--- src/hw/cmr_pkg.sv ---
// constants and types shared by the config and memory route decoder
package cmr_pkg;
    localparam int NPORT = 6;
    localparam int NOWN = 12;
    localparam int NPREG = 9;

    // own register word indices; byte address is four times the index
    localparam logic [3:0] OI_BUS = 4'h0;
    localparam logic [3:0] OI_CMD = 4'h1;
    localparam logic [3:0] OI_CTL = 4'h2;
    localparam logic [3:0] OI_MEM = 4'h3;
    localparam logic [3:0] OI_PFBL = 4'h4;
    localparam logic [3:0] OI_PFBH = 4'h5;
    localparam logic [3:0] OI_PFLL = 4'h6;
    localparam logic [3:0] OI_PFLH = 4'h7;
    localparam logic [3:0] OI_STAT = 4'h8;
    localparam logic [3:0] OI_ROOT = 4'h9;
    localparam logic [3:0] OI_UPPER = 4'ha;
    localparam logic [3:0] OI_ERR = 4'hb;

    // per-port table word indices, block n+1 of 64 bytes holds port n
    localparam logic [3:0] PI_STATE = 4'h0;
    localparam logic [3:0] PI_CMD = 4'h1;
    localparam logic [3:0] PI_CTL = 4'h2;
    localparam logic [3:0] PI_BUS = 4'h3;
    localparam logic [3:0] PI_MEM = 4'h4;
    localparam logic [3:0] PI_PFBL = 4'h5;
    localparam logic [3:0] PI_PFBH = 4'h6;
    localparam logic [3:0] PI_PFLL = 4'h7;
    localparam logic [3:0] PI_PFLH = 4'h8;
    localparam logic [5:0] OWN_BLOCK = 6'h00;

    // field positions
    localparam int ST_TBLEN = 4;
    localparam int ST_SHORT = 5;
    localparam int CMD_MEMEN = 1;
    localparam int CMD_MASTER = 2;
    localparam int CTL_VGA = 3;
    localparam int STAT_NOTGT = 13;
    localparam int ERR_OVL = 0;
    localparam int BUS_PRI = 0;
    localparam int BUS_SEC = 8;
    localparam int BUS_SUB = 16;

    localparam logic [31:0] RST_VAL = 32'h0000_0000;

    localparam logic [31:0] OWN_MASK [NOWN] = '{
        32'h00ff_ffff, 32'h0000_0004, 32'h0000_0008, 32'hfff0_fff0,
        32'hfff0_0000, 32'hffff_ffff, 32'hfff0_0000, 32'hffff_ffff,
        32'h0000_2000, 32'h0000_0007, 32'h0000_3fff, 32'h0000_0001};
    localparam logic [31:0] PRT_MASK [NPREG] = '{
        32'h0000_0030, 32'h0000_0002, 32'h0000_0008, 32'h00ff_ffff,
        32'hfff0_fff0, 32'hfff0_0000, 32'hffff_ffff, 32'hfff0_0000,
        32'hffff_ffff};

    // configuration address layout within the 50-bit frame address
    localparam int CF_TYPE = 49;
    localparam int CF_BUS = 16;
    localparam int CF_DEV = 11;
    localparam int CF_FN = 8;
    localparam int CF_REG = 2;

    localparam logic [31:0] VGA_LO = 32'h000a_0000;
    localparam logic [31:0] VGA_HI = 32'h000b_ffff;

    localparam logic FT_NORMAL = 1'b0;
    localparam logic FT_SWFAIL = 1'b1;

    typedef enum logic [1:0] {
        RG_MEM32 = 2'b00,
        RG_MEM64 = 2'b01,
        RG_IO = 2'b10,
        RG_CFG = 2'b11
    } cmr_region_t;
endpackage

--- src/hw/cmr_route_decoder.sv ---
// routing decision for configuration and memory frames, with apb registers
// What this block does
// RQ1 - Offset bit 49 clear means Type0, set means Type1.
// RQ2 - Type0 accepted only from root; elsewhere software failure, no event.
// RQ3 - Type0 root writes update registers even when flagged with error.
// RQ4 - Root Type1 matching own secondary bus converts to Type0, bit 49 cleared.
// RQ5 - Converted frame goes to port equal device number when port eligible.
// RQ6 - No qualifying port: software failure, set no-target status flag.
// RQ7 - Downstream special-cycle write on secondary bus raises event, normal ack.
// RQ8 - Unconverted Type1 forwards where secondary < bus <= subordinate, eligible.
// RQ9 - No port bus decode: software failure, set no-target flag.
// RQ10 - Non-root Type1 forwarded only if special-cycle write, else failure.
// RQ11 - Upstream special cycle on primary bus: discard, normal, event.
// RQ12 - Else inclusive port range, then root if outside own range, else fail.
// RQ13 - Memory windows: 32-bit, 64-bit prefetchable, fixed video range.
// RQ14 - Port decode needs memory enable; upstream needs own bus-master enable.
// RQ15 - Root memory: positive decode, else failure, no-target and event.
// RQ16 - Non-root memory: port match, then inverse own decode to root, else fail.
// RQ17 - Fabric shares one value for address bits 63 to 50.
// RQ18 - 64-bit frames compare only against the prefetchable window.
// RQ19 - 32-bit frames have zero upper bits; also test 32-bit and video.
// RQ20 - The block never targets memory frames, only forwards them.
// RQ21 - Port state bits 4 and 5: table enable and shortcut enable.
// RQ22 - Shortcut enable excludes port from config decodes, not memory.
// RQ23 - Several matches pick lowest port and flag an overlap error.
// RQ24 - One decision per header: port, or failure with type and events.
//
// The register addresses and the APB interface to the registers were decided locally.
`timescale 1ns/100ps
module cmr_route_decoder
    import cmr_pkg::*;
(
    input wire logic ref_clk,
    input wire logic arst_n,
    input wire logic psel,
    input wire logic penable,
    input wire logic pwrite,
    input wire logic [11:0] paddr,
    input wire logic [31:0] pwdata,
    output logic [31:0] prdata,
    output logic pready,
    output logic pslverr,
    input wire logic hdrValid,
    input wire logic [2:0] hdrInPort,
    input wire logic [1:0] hdrRegion,
    input wire logic hdrWrite,
    input wire logic [49:0] hdrAddr,
    output logic rtValid,
    output logic rtForward,
    output logic [2:0] rtPort,
    output logic rtLocal,
    output logic rtFail,
    output logic rtFailType,
    output logic rtConvert,
    output logic [49:0] rtAddr,
    output logic evSpecial,
    output logic evRouteFail,
    output logic cfgOverlap
);
    logic [31:0] ownRegs_ff [NOWN];
    logic [31:0] portRegs_ff [NPORT][NPREG];
    logic [31:0] prdata_ff;
    logic rtValid_ff;
    logic rtForward_ff;
    logic rtLocal_ff;
    logic rtFail_ff;
    logic rtFailType_ff;
    logic rtConvert_ff;
    logic evSpecial_ff;
    logic evRouteFail_ff;
    logic [2:0] rtPort_ff;
    logic [49:0] rtAddr_ff;

    // apb decode
    wire [5:0] blk = paddr[11:6];
    wire [3:0] wIdx = paddr[5:2];
    wire [2:0] pIdx = 3'(blk - 6'h1);
    wire ownOk = (blk == OWN_BLOCK) && (wIdx < 4'(NOWN));
    wire portOk = (blk != OWN_BLOCK) && (blk <= 6'(NPORT))
        && (wIdx < 4'(NPREG));
    // unmapped or misaligned words read zero and raise an error
    wire addrBad = !(ownOk || portOk) || (paddr[1:0] != 2'b00);
    wire apbWr = psel && penable && pwrite && !addrBad;
    wire apbSetup = psel && !penable;
    wire [31:0] rdWord = addrBad ? 32'h0000_0000 :
        ownOk ? ownRegs_ff[wIdx] : portRegs_ff[pIdx][wIdx];

    // zero wait states; every access ends at its first access edge
    assign pready = 1'b1;
    assign pslverr = psel && penable && addrBad;
    assign prdata = prdata_ff;

    // own configuration fields
    wire [7:0] ownPri = ownRegs_ff[OI_BUS][BUS_PRI +: 8];
    wire [7:0] ownSec = ownRegs_ff[OI_BUS][BUS_SEC +: 8];
    wire [7:0] ownSub = ownRegs_ff[OI_BUS][BUS_SUB +: 8];
    wire ownMaster = ownRegs_ff[OI_CMD][CMD_MASTER];
    wire [2:0] rootPort = ownRegs_ff[OI_ROOT][2:0];
    wire [13:0] fabUpper = ownRegs_ff[OI_UPPER][13:0];

    // frame fields
    wire isType1 = hdrAddr[CF_TYPE]; // RQ1
    wire [7:0] cfBus = hdrAddr[CF_BUS +: 8];
    wire [4:0] cfDev = hdrAddr[CF_DEV +: 5];
    wire [2:0] cfFn = hdrAddr[CF_FN +: 3];
    wire [5:0] cfReg = hdrAddr[CF_REG +: 6];
    // root port number is programmable and resets to port 0
    wire fromRoot = hdrInPort == rootPort;
    wire spEnc = (cfReg == 6'h00) && (cfDev == 5'h1f)
        && (cfFn == 3'h7);
    // any write flavour counts, with or without ack or error
    wire isSpecial = spEnc && hdrWrite;
    wire is64 = hdrRegion == RG_MEM64;
    // upper bits of 64-bit frames come from the one fabric-wide value
    wire [63:0] addr64 = is64 ? {fabUpper, hdrAddr} // RQ17
        : {32'h0000_0000, hdrAddr[31:0]}; // RQ19

    function automatic logic winHit(
        input logic [63:0] a,
        input logic wide,
        input logic [31:0] mem,
        input logic [31:0] bl,
        input logic [31:0] bh,
        input logic [31:0] ll,
        input logic [31:0] lh,
        input logic vga
    );
        logic m32;
        logic pf;
        logic vg;
        m32 = !wide && (a[31:20] >= mem[15:4]) && (a[31:20] <= mem[31:20]);
        pf = (a[63:20] >= {bh, bl[31:20]}) && (a[63:20] <= {lh, ll[31:20]});
        vg = !wide && vga && (a[31:0] >= VGA_LO) && (a[31:0] <= VGA_HI);
        return m32 || pf || vg; // RQ13 RQ18
    endfunction

    function automatic logic [2:0] lowSel(input logic [NPORT-1:0] v);
        logic [2:0] s;
        s = 3'h0;
        for (int i = NPORT - 1; i >= 0; i--) begin
            if (v[i]) begin
                s = 3'(i);
            end
        end
        return s;
    endfunction

    // per-port decodes
    logic [NPORT-1:0] devHit;
    logic [NPORT-1:0] cfgRng;
    logic [NPORT-1:0] spRng;
    logic [NPORT-1:0] memHit;
    genvar p;
    generate
        for (p = 0; p < NPORT; p++) begin : g_port
            wire [7:0] pSec = portRegs_ff[p][PI_BUS][BUS_SEC +: 8];
            wire [7:0] pSub = portRegs_ff[p][PI_BUS][BUS_SUB +: 8];
            wire tblEn = portRegs_ff[p][PI_STATE][ST_TBLEN]; // RQ21
            wire shortEn = portRegs_ff[p][PI_STATE][ST_SHORT]; // RQ21
            // shortcut only removes the port from config decodes
            wire elig = tblEn && !shortEn && (pSec != 8'h00)
                && (pSub != 8'h00); // RQ22
            assign devHit[p] = elig && (cfDev == 5'(p)); // RQ5
            assign cfgRng[p] = elig && (cfBus > pSec)
                && (cfBus <= pSub); // RQ8
            assign spRng[p] = elig && (cfBus >= pSec)
                && (cfBus <= pSub); // RQ12
            // the receiving port never decodes its own memory frame back
            assign memHit[p] = tblEn && (hdrInPort != 3'(p))
                && portRegs_ff[p][PI_CMD][CMD_MEMEN] // RQ14
                && winHit(addr64, is64, portRegs_ff[p][PI_MEM],
                    portRegs_ff[p][PI_PFBL], portRegs_ff[p][PI_PFBH],
                    portRegs_ff[p][PI_PFLL], portRegs_ff[p][PI_PFLH],
                    portRegs_ff[p][PI_CTL][CTL_VGA]);
        end
    endgenerate

    wire ownHit = winHit(addr64, is64, ownRegs_ff[OI_MEM],
        ownRegs_ff[OI_PFBL], ownRegs_ff[OI_PFBH], ownRegs_ff[OI_PFLL],
        ownRegs_ff[OI_PFLH], ownRegs_ff[OI_CTL][CTL_VGA]);
    // inverse bus decode: numbers outside this range go to the root
    wire ownBusIn = (cfBus >= ownSec) && (cfBus <= ownSub);
    wire [2:0] devPort = cfDev[2:0];
    // device numbers past the last port never qualify
    wire devOk = (cfDev < 5'(NPORT)) && devHit[devPort];
    // more than one bit set means overlapping tables
    wire cfgMulti = (cfgRng & (cfgRng - 6'h01)) != 6'h00;
    wire spMulti = (spRng & (spRng - 6'h01)) != 6'h00;
    wire memMulti = (memHit & (memHit - 6'h01)) != 6'h00;

    logic dFwd;
    logic dLocal;
    logic dFail;
    logic dFt;
    logic dConv;
    logic dEvS;
    logic dEvF;
    logic dNoTgt;
    logic dOvl;
    logic [2:0] dPort;

    // RQ24
    always_comb begin
        dFwd = 1'b0;
        dLocal = 1'b0;
        dFail = 1'b0;
        dFt = FT_NORMAL;
        dConv = 1'b0;
        dEvS = 1'b0;
        dEvF = 1'b0;
        dNoTgt = 1'b0;
        dOvl = 1'b0;
        dPort = rootPort;
        case (hdrRegion)
            RG_CFG: begin
                if (!isType1) begin
                    if (fromRoot) begin
                        // write error flag does not gate the access
                        dLocal = 1'b1; // RQ3
                    end else begin
                        dFail = 1'b1; // RQ2
                        dFt = FT_SWFAIL;
                    end
                end else if (fromRoot) begin
                    if (cfBus == ownSec) begin
                        dConv = 1'b1; // RQ4
                        if (isSpecial) begin
                            dEvS = 1'b1; // RQ7
                        end else if (devOk) begin
                            dFwd = 1'b1; // RQ5
                            dPort = devPort;
                        end else begin
                            dFail = 1'b1; // RQ6
                            dFt = FT_SWFAIL;
                            dNoTgt = 1'b1;
                        end
                    end else if (cfgRng != 6'h00) begin
                        dFwd = 1'b1; // RQ8
                        dPort = lowSel(cfgRng); // RQ23
                        dOvl = cfgMulti;
                    end else begin
                        dFail = 1'b1; // RQ9
                        dFt = FT_SWFAIL;
                        dNoTgt = 1'b1;
                    end
                end else if (!isSpecial) begin
                    dFail = 1'b1; // RQ10
                    dFt = FT_SWFAIL;
                end else if (cfBus == ownPri) begin
                    dEvS = 1'b1; // RQ11
                end else if (spRng != 6'h00) begin
                    dFwd = 1'b1; // RQ12
                    dPort = lowSel(spRng); // RQ23
                    dOvl = spMulti;
                end else if (!ownBusIn) begin
                    dFwd = 1'b1; // RQ12
                end else begin
                    dFail = 1'b1; // RQ12
                    dFt = FT_SWFAIL;
                end
            end
            RG_MEM32, RG_MEM64: begin
                // never claimed locally, only steered to a port
                if (memHit != 6'h00) begin
                    dFwd = 1'b1; // RQ15 RQ16 RQ20
                    dPort = lowSel(memHit); // RQ23
                    dOvl = memMulti;
                end else if (!fromRoot && ownMaster && !ownHit) begin
                    dFwd = 1'b1; // RQ14 RQ16
                end else begin
                    dFail = 1'b1; // RQ15 RQ16
                    dFt = FT_SWFAIL;
                    dEvF = 1'b1;
                    dNoTgt = fromRoot;
                end
            end
            default: begin
                // io decoding lives elsewhere; refuse rather than guess
                dFail = 1'b1;
                dFt = FT_SWFAIL;
            end
        endcase
    end

    wire noTgtSet = hdrValid && dNoTgt;
    wire ovlSet = hdrValid && dOvl;
    wire noTgtClr = apbWr && ownOk && (wIdx == OI_STAT)
        && pwdata[STAT_NOTGT];
    wire ovlClr = apbWr && ownOk && (wIdx == OI_ERR) && pwdata[ERR_OVL];

    // bit 49 is the type flag; clearing it makes a Type1 frame Type0
    wire [49:0] cvtAddr = {1'b0, hdrAddr[48:0]};

    // registers; hardware set wins over a same-cycle write-one clear
    always_ff @(posedge ref_clk or negedge arst_n) begin
        if (!arst_n) begin
            for (int i = 0; i < NOWN; i++) begin
                ownRegs_ff[i] <= RST_VAL;
            end
            for (int q = 0; q < NPORT; q++) begin
                for (int j = 0; j < NPREG; j++) begin
                    portRegs_ff[q][j] <= RST_VAL;
                end
            end
        end else begin
            for (int i = 0; i < NOWN; i++) begin
                if (4'(i) == OI_STAT) begin
                    ownRegs_ff[i][STAT_NOTGT] <= noTgtSet // RQ6 RQ9 RQ15
                        || (ownRegs_ff[i][STAT_NOTGT] && !noTgtClr);
                end else if (4'(i) == OI_ERR) begin
                    ownRegs_ff[i][ERR_OVL] <= ovlSet // RQ23
                        || (ownRegs_ff[i][ERR_OVL] && !ovlClr);
                end else if (apbWr && ownOk && wIdx == 4'(i)) begin
                    ownRegs_ff[i] <= pwdata & OWN_MASK[i];
                end
            end
            for (int q = 0; q < NPORT; q++) begin
                for (int j = 0; j < NPREG; j++) begin
                    if (apbWr && portOk && pIdx == 3'(q) && wIdx == 4'(j)) begin
                        portRegs_ff[q][j] <= pwdata & PRT_MASK[j];
                    end
                end
            end
        end
    end

    always_ff @(posedge ref_clk or negedge arst_n) begin
        if (!arst_n) begin
            prdata_ff <= RST_VAL;
        end else if (apbSetup && !pwrite) begin
            prdata_ff <= rdWord;
        end
    end

    // one registered decision per header
    always_ff @(posedge ref_clk or negedge arst_n) begin
        if (!arst_n) begin
            rtValid_ff <= 1'b0;
            rtForward_ff <= 1'b0;
            rtLocal_ff <= 1'b0;
            rtFail_ff <= 1'b0;
            rtFailType_ff <= FT_NORMAL;
            rtConvert_ff <= 1'b0;
            evSpecial_ff <= 1'b0;
            evRouteFail_ff <= 1'b0;
            rtPort_ff <= 3'h0;
            rtAddr_ff <= 50'h0;
        end else begin
            rtValid_ff <= hdrValid;
            rtForward_ff <= hdrValid && dFwd;
            rtLocal_ff <= hdrValid && dLocal;
            rtFail_ff <= hdrValid && dFail;
            evSpecial_ff <= hdrValid && dEvS;
            evRouteFail_ff <= hdrValid && dEvF;
            if (hdrValid) begin
                rtFailType_ff <= dFt;
                rtConvert_ff <= dConv;
                rtPort_ff <= dPort;
                rtAddr_ff <= dConv ? cvtAddr : hdrAddr; // RQ4
            end
        end
    end

    assign rtValid = rtValid_ff;
    assign rtForward = rtForward_ff;
    assign rtPort = rtPort_ff;
    assign rtLocal = rtLocal_ff;
    assign rtFail = rtFail_ff;
    assign rtFailType = rtFailType_ff;
    assign rtConvert = rtConvert_ff;
    assign rtAddr = rtAddr_ff;
    assign evSpecial = evSpecial_ff;
    assign evRouteFail = evRouteFail_ff;
    assign cfgOverlap = ownRegs_ff[OI_ERR][ERR_OVL];
endmodule

--- config.mk ---
export PLATFORM = sky130hd
export DESIGN_NAME = cmr_route_decoder
export DESIGN_NICKNAME = d
export VERILOG_FILES = /design/src/hw/cmr_pkg.sv /design/src/hw/cmr_route_decoder.sv
export SDC_FILE = /design/constraint.sdc
export NUM_CORES = 2
export LEC_CHECK = 0
export BUFFER_PORTS_ARGS = -buffer_cell sky130_fd_sc_hd__buf_2
export CAP_MARGIN = 20
export CORE_AREA = 2 2 344 346
export DETAILED_ROUTE_END_ITERATION = 6
export DIE_AREA = 0 0 346 348
export PLACE_DENSITY = 0.89
export SLEW_MARGIN = 5
export SYNTH_ARGS = -nofsm -noshare
export SYNTH_HDL_FRONTEND = slang
export SYNTH_SLANG_ARGS = --single-unit
--- constraint.sdc ---
create_clock -name ref_clk -period 4.8 [get_ports ref_clk]
set_clock_uncertainty 0.05 [all_clocks]
set_input_delay 0.96 -clock ref_clk [delete_from_list [all_inputs] [get_ports ref_clk]]
set_output_delay 0.96 -clock ref_clk [all_outputs]
set_load 0.005 [all_outputs]
Word level (Yosys, flattened, before mapping). Index checks and enable logic that the tools add are counted. W data, S select, Z words.

Register bits: 1090. Logic and storage cells: 546.

Add/subtract/negate cells: 4. Order comparisons: 57. Eq/ne operators: 33. Mux-type cells: 100. Bitwise gates (word level): 5. Reductions and logical operators: 270.

Operators by type and width (count): $bmux W288 S3 (1); $mux W288 (2); $ge A44 B44 Y1 (7); $le A44 B44 Y1 (7); $bmux W32 S4 (2); $logic_and A1 B1 Y1 (209); $mux W32 (6); $reduce_bool A8 Y1 (12); $ge A12 B12 Y1 (7); $le A12 B12 Y1 (7); $mux W3 (28); $mux W64 (1); $ge A8 B8 Y1 (7); $le A8 B8 Y1 (7); $mux W1 (53); $mux W50 (1); $gt A8 B8 Y1 (6); $reduce_bool A6 Y1 (7); $ge A32 B20 Y1 const B (1); $le A32 B20 Y1 const B (1); $and A6 B6 Y6 (3); $logic_or A1 B1 Y1 (18); $sub A6 B1 Y6 const B (3); $eq A4 B3 Y1 const B (4); 38 further kinds (69).

Longest topological paths before layout.
Word-level depth: 18. Depth in mapped cells: 19. Mapped depth without buffers: 13.

Worst setup path before layout. No wires, ideal clock.

Path type: input port to flip-flop. From: in paddr[6]. To: reg prdata_ff[30] (netlist: prdata[30]). Library setup time: 0.121 ns. Arrival time: 5.113 ns. Path slack: -0.484 ns. Stages on the path: 16. Path buffers: 7. Path through: clkbuf_1 > buf_2 > buf_2 > clkbuf_1 > buf_2 > inv_1 > ha_1 > buf_2 > buf_1 > mux4_2 > mux4_2 > a22oi_1 > nor2_1 > a31oi_1 > a21oi_1 > a22o_1.

Longest elaborated chain between the ends: 10. Elaborated cells on any way between the ends: 19. Those cells by class: 1 x add/sub; 1 x order compare; 8 x mux; 1 x bitwise; 8 x reduce/logical.

Ends and longest elaborated chain: start, declared (line cmr_route_decoder.sv:38) `input wire logic [11:0] paddr,`; $sub A3 B1 Y3 (line cmr_route_decoder.sv:77) `wire [2:0] pIdx = 3'(blk - 6'h1);`; $not A3 Y4 (implied by the code) (line cmr_route_decoder.sv:86) `ownOk ? ownRegs_ff[wIdx] : portRegs_ff[pIdx][wIdx];`; $bmux W288 S3 (line cmr_route_decoder.sv:86); $mux W288 (implied by the code) (2 in series) (line cmr_route_decoder.sv:86); $bmux W32 S4 (line cmr_route_decoder.sv:86); $mux W32 (implied by the code) (2 in series) (line cmr_route_decoder.sv:86); $mux W32 (line cmr_route_decoder.sv:86); $mux W32 * (line cmr_route_decoder.sv:85) `wire [31:0] rdWord = addrBad ? 32'h0000_0000 :`; end signal, assigned (line cmr_route_decoder.sv:331) `prdata_ff <= rdWord;`; end, declared (line cmr_route_decoder.sv:62) `logic [31:0] prdata_ff;`.

Every way passes the cells marked *; elsewhere a longest branch is shown, timed or not. The select of a mux whose other input is x is not followed. A chain may end at the register's enable or synchronous reset.

Worst setup path after layout.
From: reg ownRegs_ff (netlist bit fabUpper[11]). To: reg rtForward_ff (netlist: rtForward).

Longest elaborated chain between the ends: 11. Elaborated cells on any way between the ends: 49. Those cells by class: 14 x order compare; 4 x mux; 31 x reduce/logical.

Ends and longest elaborated chain: start, declared (line cmr_route_decoder.sv:60) `logic [31:0] ownRegs_ff [NOWN];`; start signal, assigned by index (line cmr_route_decoder.sv:308) `ownRegs_ff[i][STAT_NOTGT] <= noTgtSet`; start signal, assigned by index (line cmr_route_decoder.sv:311) `ownRegs_ff[i][ERR_OVL] <= ovlSet`; start signal, assigned by index (line cmr_route_decoder.sv:314) `ownRegs_ff[i] <= pwdata & OWN_MASK[i];`; $mux W64 * (line cmr_route_decoder.sv:115) `wire [63:0] addr64 = is64 ? {fabUpper, hdrAddr}`; $ge A44 B44 Y1 / $le A44 B44 Y1 (equally long branches) (line cmr_route_decoder.sv:132) `pf = (a[63:20] >= {bh, bl[31:20]}) && (a[63:20] <= {lh, ll[31:20]});`; $logic_and A1 B1 Y1 (line cmr_route_decoder.sv:132); $logic_or A1 B1 Y1 (2 in series) (line cmr_route_decoder.sv:134) `return m32 || pf || vg;`; $logic_not A1 Y1 (line cmr_route_decoder.sv:268) `end else if (!fromRoot && ownMaster && !ownHit) begin`; $logic_and A1 B1 Y1 (line cmr_route_decoder.sv:268); $mux W1 (line cmr_route_decoder.sv:268); $mux W1 * (line cmr_route_decoder.sv:264) `if (memHit != 6'h00) begin`; $pmux W1 S2 * (line cmr_route_decoder.sv:214) `case (hdrRegion)`; $logic_and A1 B1 Y1 * (line cmr_route_decoder.sv:350) `rtForward_ff <= hdrValid && dFwd;`; end signal, assigned (line cmr_route_decoder.sv:350); end, declared (line cmr_route_decoder.sv:64) `logic rtForward_ff;`.

Every way passes the cells marked *; elsewhere a longest branch is shown, timed or not.

==> run metrics <==
status=complete, but fails checks; failing checks=design-rule violations; initial DRC count=7919; Hold WC Path Type=input pin to asynchronous set/reset pin; final hold violation count=0; Async SR Flop Fraction=100.0%; first-pass GRT wire length=394.8 mm; Fill cells=7830; crit path DAT=5340 ps; H-Tree Depth=3; Pwr Density=263.4 nW/µm²; core area=117000 µm²; Final TNS setup=0 ps; via count=61320; # IOs=202; Rows=126; Tmin final=4714 ps; worst setup slack after layout=85.86 ps; worst-skew pair later-pin latency=790 ps; die area=120400 µm²; Power, Total=21.73 mW; Routed WL=266.8 mm; total gr overflow=0; Leakage=39.07 nW; prevailing post-synth register cell=dfrtp_1; largest net degree at the start of global routing=150; worst-case clock buffer depth=3; number of synthesized register bits=1090; post-synthesis net count=7720; CTS clock-pin slew for the worst setup and hold paths=70 ps; Starting Density=62.56%; Cell variety after synth=100; initial antenna violation count=30; RSZ-0062 raised after global routing=false; Slew Viols, Final=0; final net count=8121; fin crit share=98.21%; Yosys top cell area share=37.27%; number of flops mapped to enable cells by yosys=0; count of input and output buffers=200; worst-margin pin slew=1263 ps; pre-CTS setup slack=-537.7 ps; Setup-failing EPs final=0; most common cell in the netlist=dfrtp_1; slew margin rel.=15.79%; Post-DP HPWL=195.8 mm; startpoint types=flip-flop; mapped cell area=73180 µm²; synthesized instance count=6726; vias per inst=6.987; mean routed wirelength per cell=30.40 µm; die height=348 µm; vias in the first global route=62260; Synthesis Warnings=0; TritonCTS clock tree=built; routability cong.=1.043; post-synthesis sequential area ratio=37.27%; Resized cells post-CTS=0; highest clock rate=0.2121 GHz; crit end category=flip-flop; DRC=2; Tot GR Track Use=43.95%; clock root buffer=clkbuf_16; commonest cells in the netlist=dfrtp_1 (1090), mux2_2 (1038), ha_1 (888), inv_1 (876), a21oi_1 (360); maximum vdd drop=0.0003219 V; Synth area leaders=dfrtp_1 (37%), mux2_2 (16%), ha_1 (15%); Crit Path Class=flip-flop to flip-flop; antenna-violating nets left=0; share of cells above drive strength 1=29.10%; crit-path max FO=10; setup bufs post-CTS=0; Horiz. Die Dim=346 µm; syn avg cell area=10.88 µm²; Post-CTS Hold Fix Bufs=0; Num CTS Buffers=116; area grow syn2layout=12.76%; DRT Pass-1 Iters=7; # clock sinks=1090; max-cap viol count=0; area leader, netlist=dfrtp_1; required time worst endpoint=5420 ps
## where the power goes
group	internal, mW	switching [mW]
Sequential	9.23	0.0267
Combinational	0.879	1.74
Clock	5.69	4.16
Total	15.8	5.93
## worst max-delay path: stages, from the launching register on
cell and delay (ps):
dfrtp_1 580, and2_1 290, buf_4 200, ha_1 200, a2111oi_0 420, o21ai_0 160, a31o_2 270, a221oi_1 860
o31ai_1 260, o211ai_1 300, a31o_2 230, and3_1 320, nand4_1 230, and3_1 220
## registers in the layout, indices dropped and copies added (netlist names), 3 cells and up
signal          flops
portRegs_ff       732
ownRegs_ff        133
rtAddr             50
g_port.pSec        48
g_port.pSub        48
prdata             32
fabUpper           14
ownPri              8
g_port.shortEn      6
g_port.tblEn        6
rtPort              3
## worst paths after layout
kind                                   start               end  slack, ps  depth (start not counted)
worst max-delay path            fabUpper[11]         rtForward         90                         13
worst min-delay path                  arst_n   ownRegs_ff[252]        130                          1
worst max register to register  fabUpper[11]         rtForward         90                         13
worst min register to register     prdata[0]         prdata[0]        450                          2
max in group asynchronous             arst_n  portRegs_ff[725]       3230                          2
min in group ref_clk              hdrAddr[1]         rtAddr[1]        360                          2
## routing by layer
metal | part of all wire, % | up-vias | wire length (µm) | track usage, %
li1 | - | 25170 | - | -
met1 | 35 | 30220 | 93030 | 52.89
met2 | 43 | 4595 | 114800 | 65.88
met3 | 13 | 1312 | 33580 | 13.68
met4 | 9.5 | 18 | 25310 | 34.35
met5 | 0.039 | - | 104 | 0
## logic make-up after synthesis
group	synth area share [%]
mux	23.58
buf+inv	6.480
simple gates	7.284
other cells	0.005125
fa+ha+maj	15.25
compound gates	9.922
xor+xnor	0.2035
flops	37.27
## through the flow
| stage | util [%] | hold WS, ps | instance area, µm² | std cells |
|---|---|---|---|---|
| global placement | 66.97 | 413.9 | 78340 | 8545 |
| finish | 70.54 | 134.8 | 82520 | 8776 |
| floorplan | - | 396.5 | 73190 | 6726 |
| global route | 70.53 | 172.4 | 82500 | 8770 |
| CTS | 70.51 | 139.6 | 82480 | 8762 |
| detailed placement | 66.97 | 418.3 | 78340 | 8545 |
## cell type report
| class | instances | area (µm²) | share of cell area, % |
|---|---|---|---|
| Clock inverter | 56 | 795.8 | 0.9644 |
| Clock buffer | 161 | 3342 | 4.050 |
| Tap cell | 1536 | 1922 | 2.329 |
| Timing Repair Buffer | 599 | 4607 | 5.583 |
| Multi-Input combinational cell | 4442 | 41240 | 49.98 |
| Antenna cell | 14 | 35.03 | 0.04246 |
| Inverter | 878 | 3296 | 3.994 |
| Sequential cell | 1090 | 27280 | 33.06 |
## cells in the final DEF, fill, tap and decap left out, types with 49 or more instances in the layout
cell type  synthesis  routed
clkbuf_16          0     116
nor2_1           175     172
a21oi_1          360     360
buf_4             41     353
dfrtp_1         1090    1090
nand4_1          152     152
ha_1             888     887
mux2_2          1038    1038
a21o_1           124     124
buf_2             56     197
nand3_1           83      82
nor3_1            49      49
nand2_1          301     300
mux2i_1          115     115
mux4_2           190     190
inv_1            876     876
o21ai_0          234     234
No activity file was read; power rests on OpenSTA's default activity.
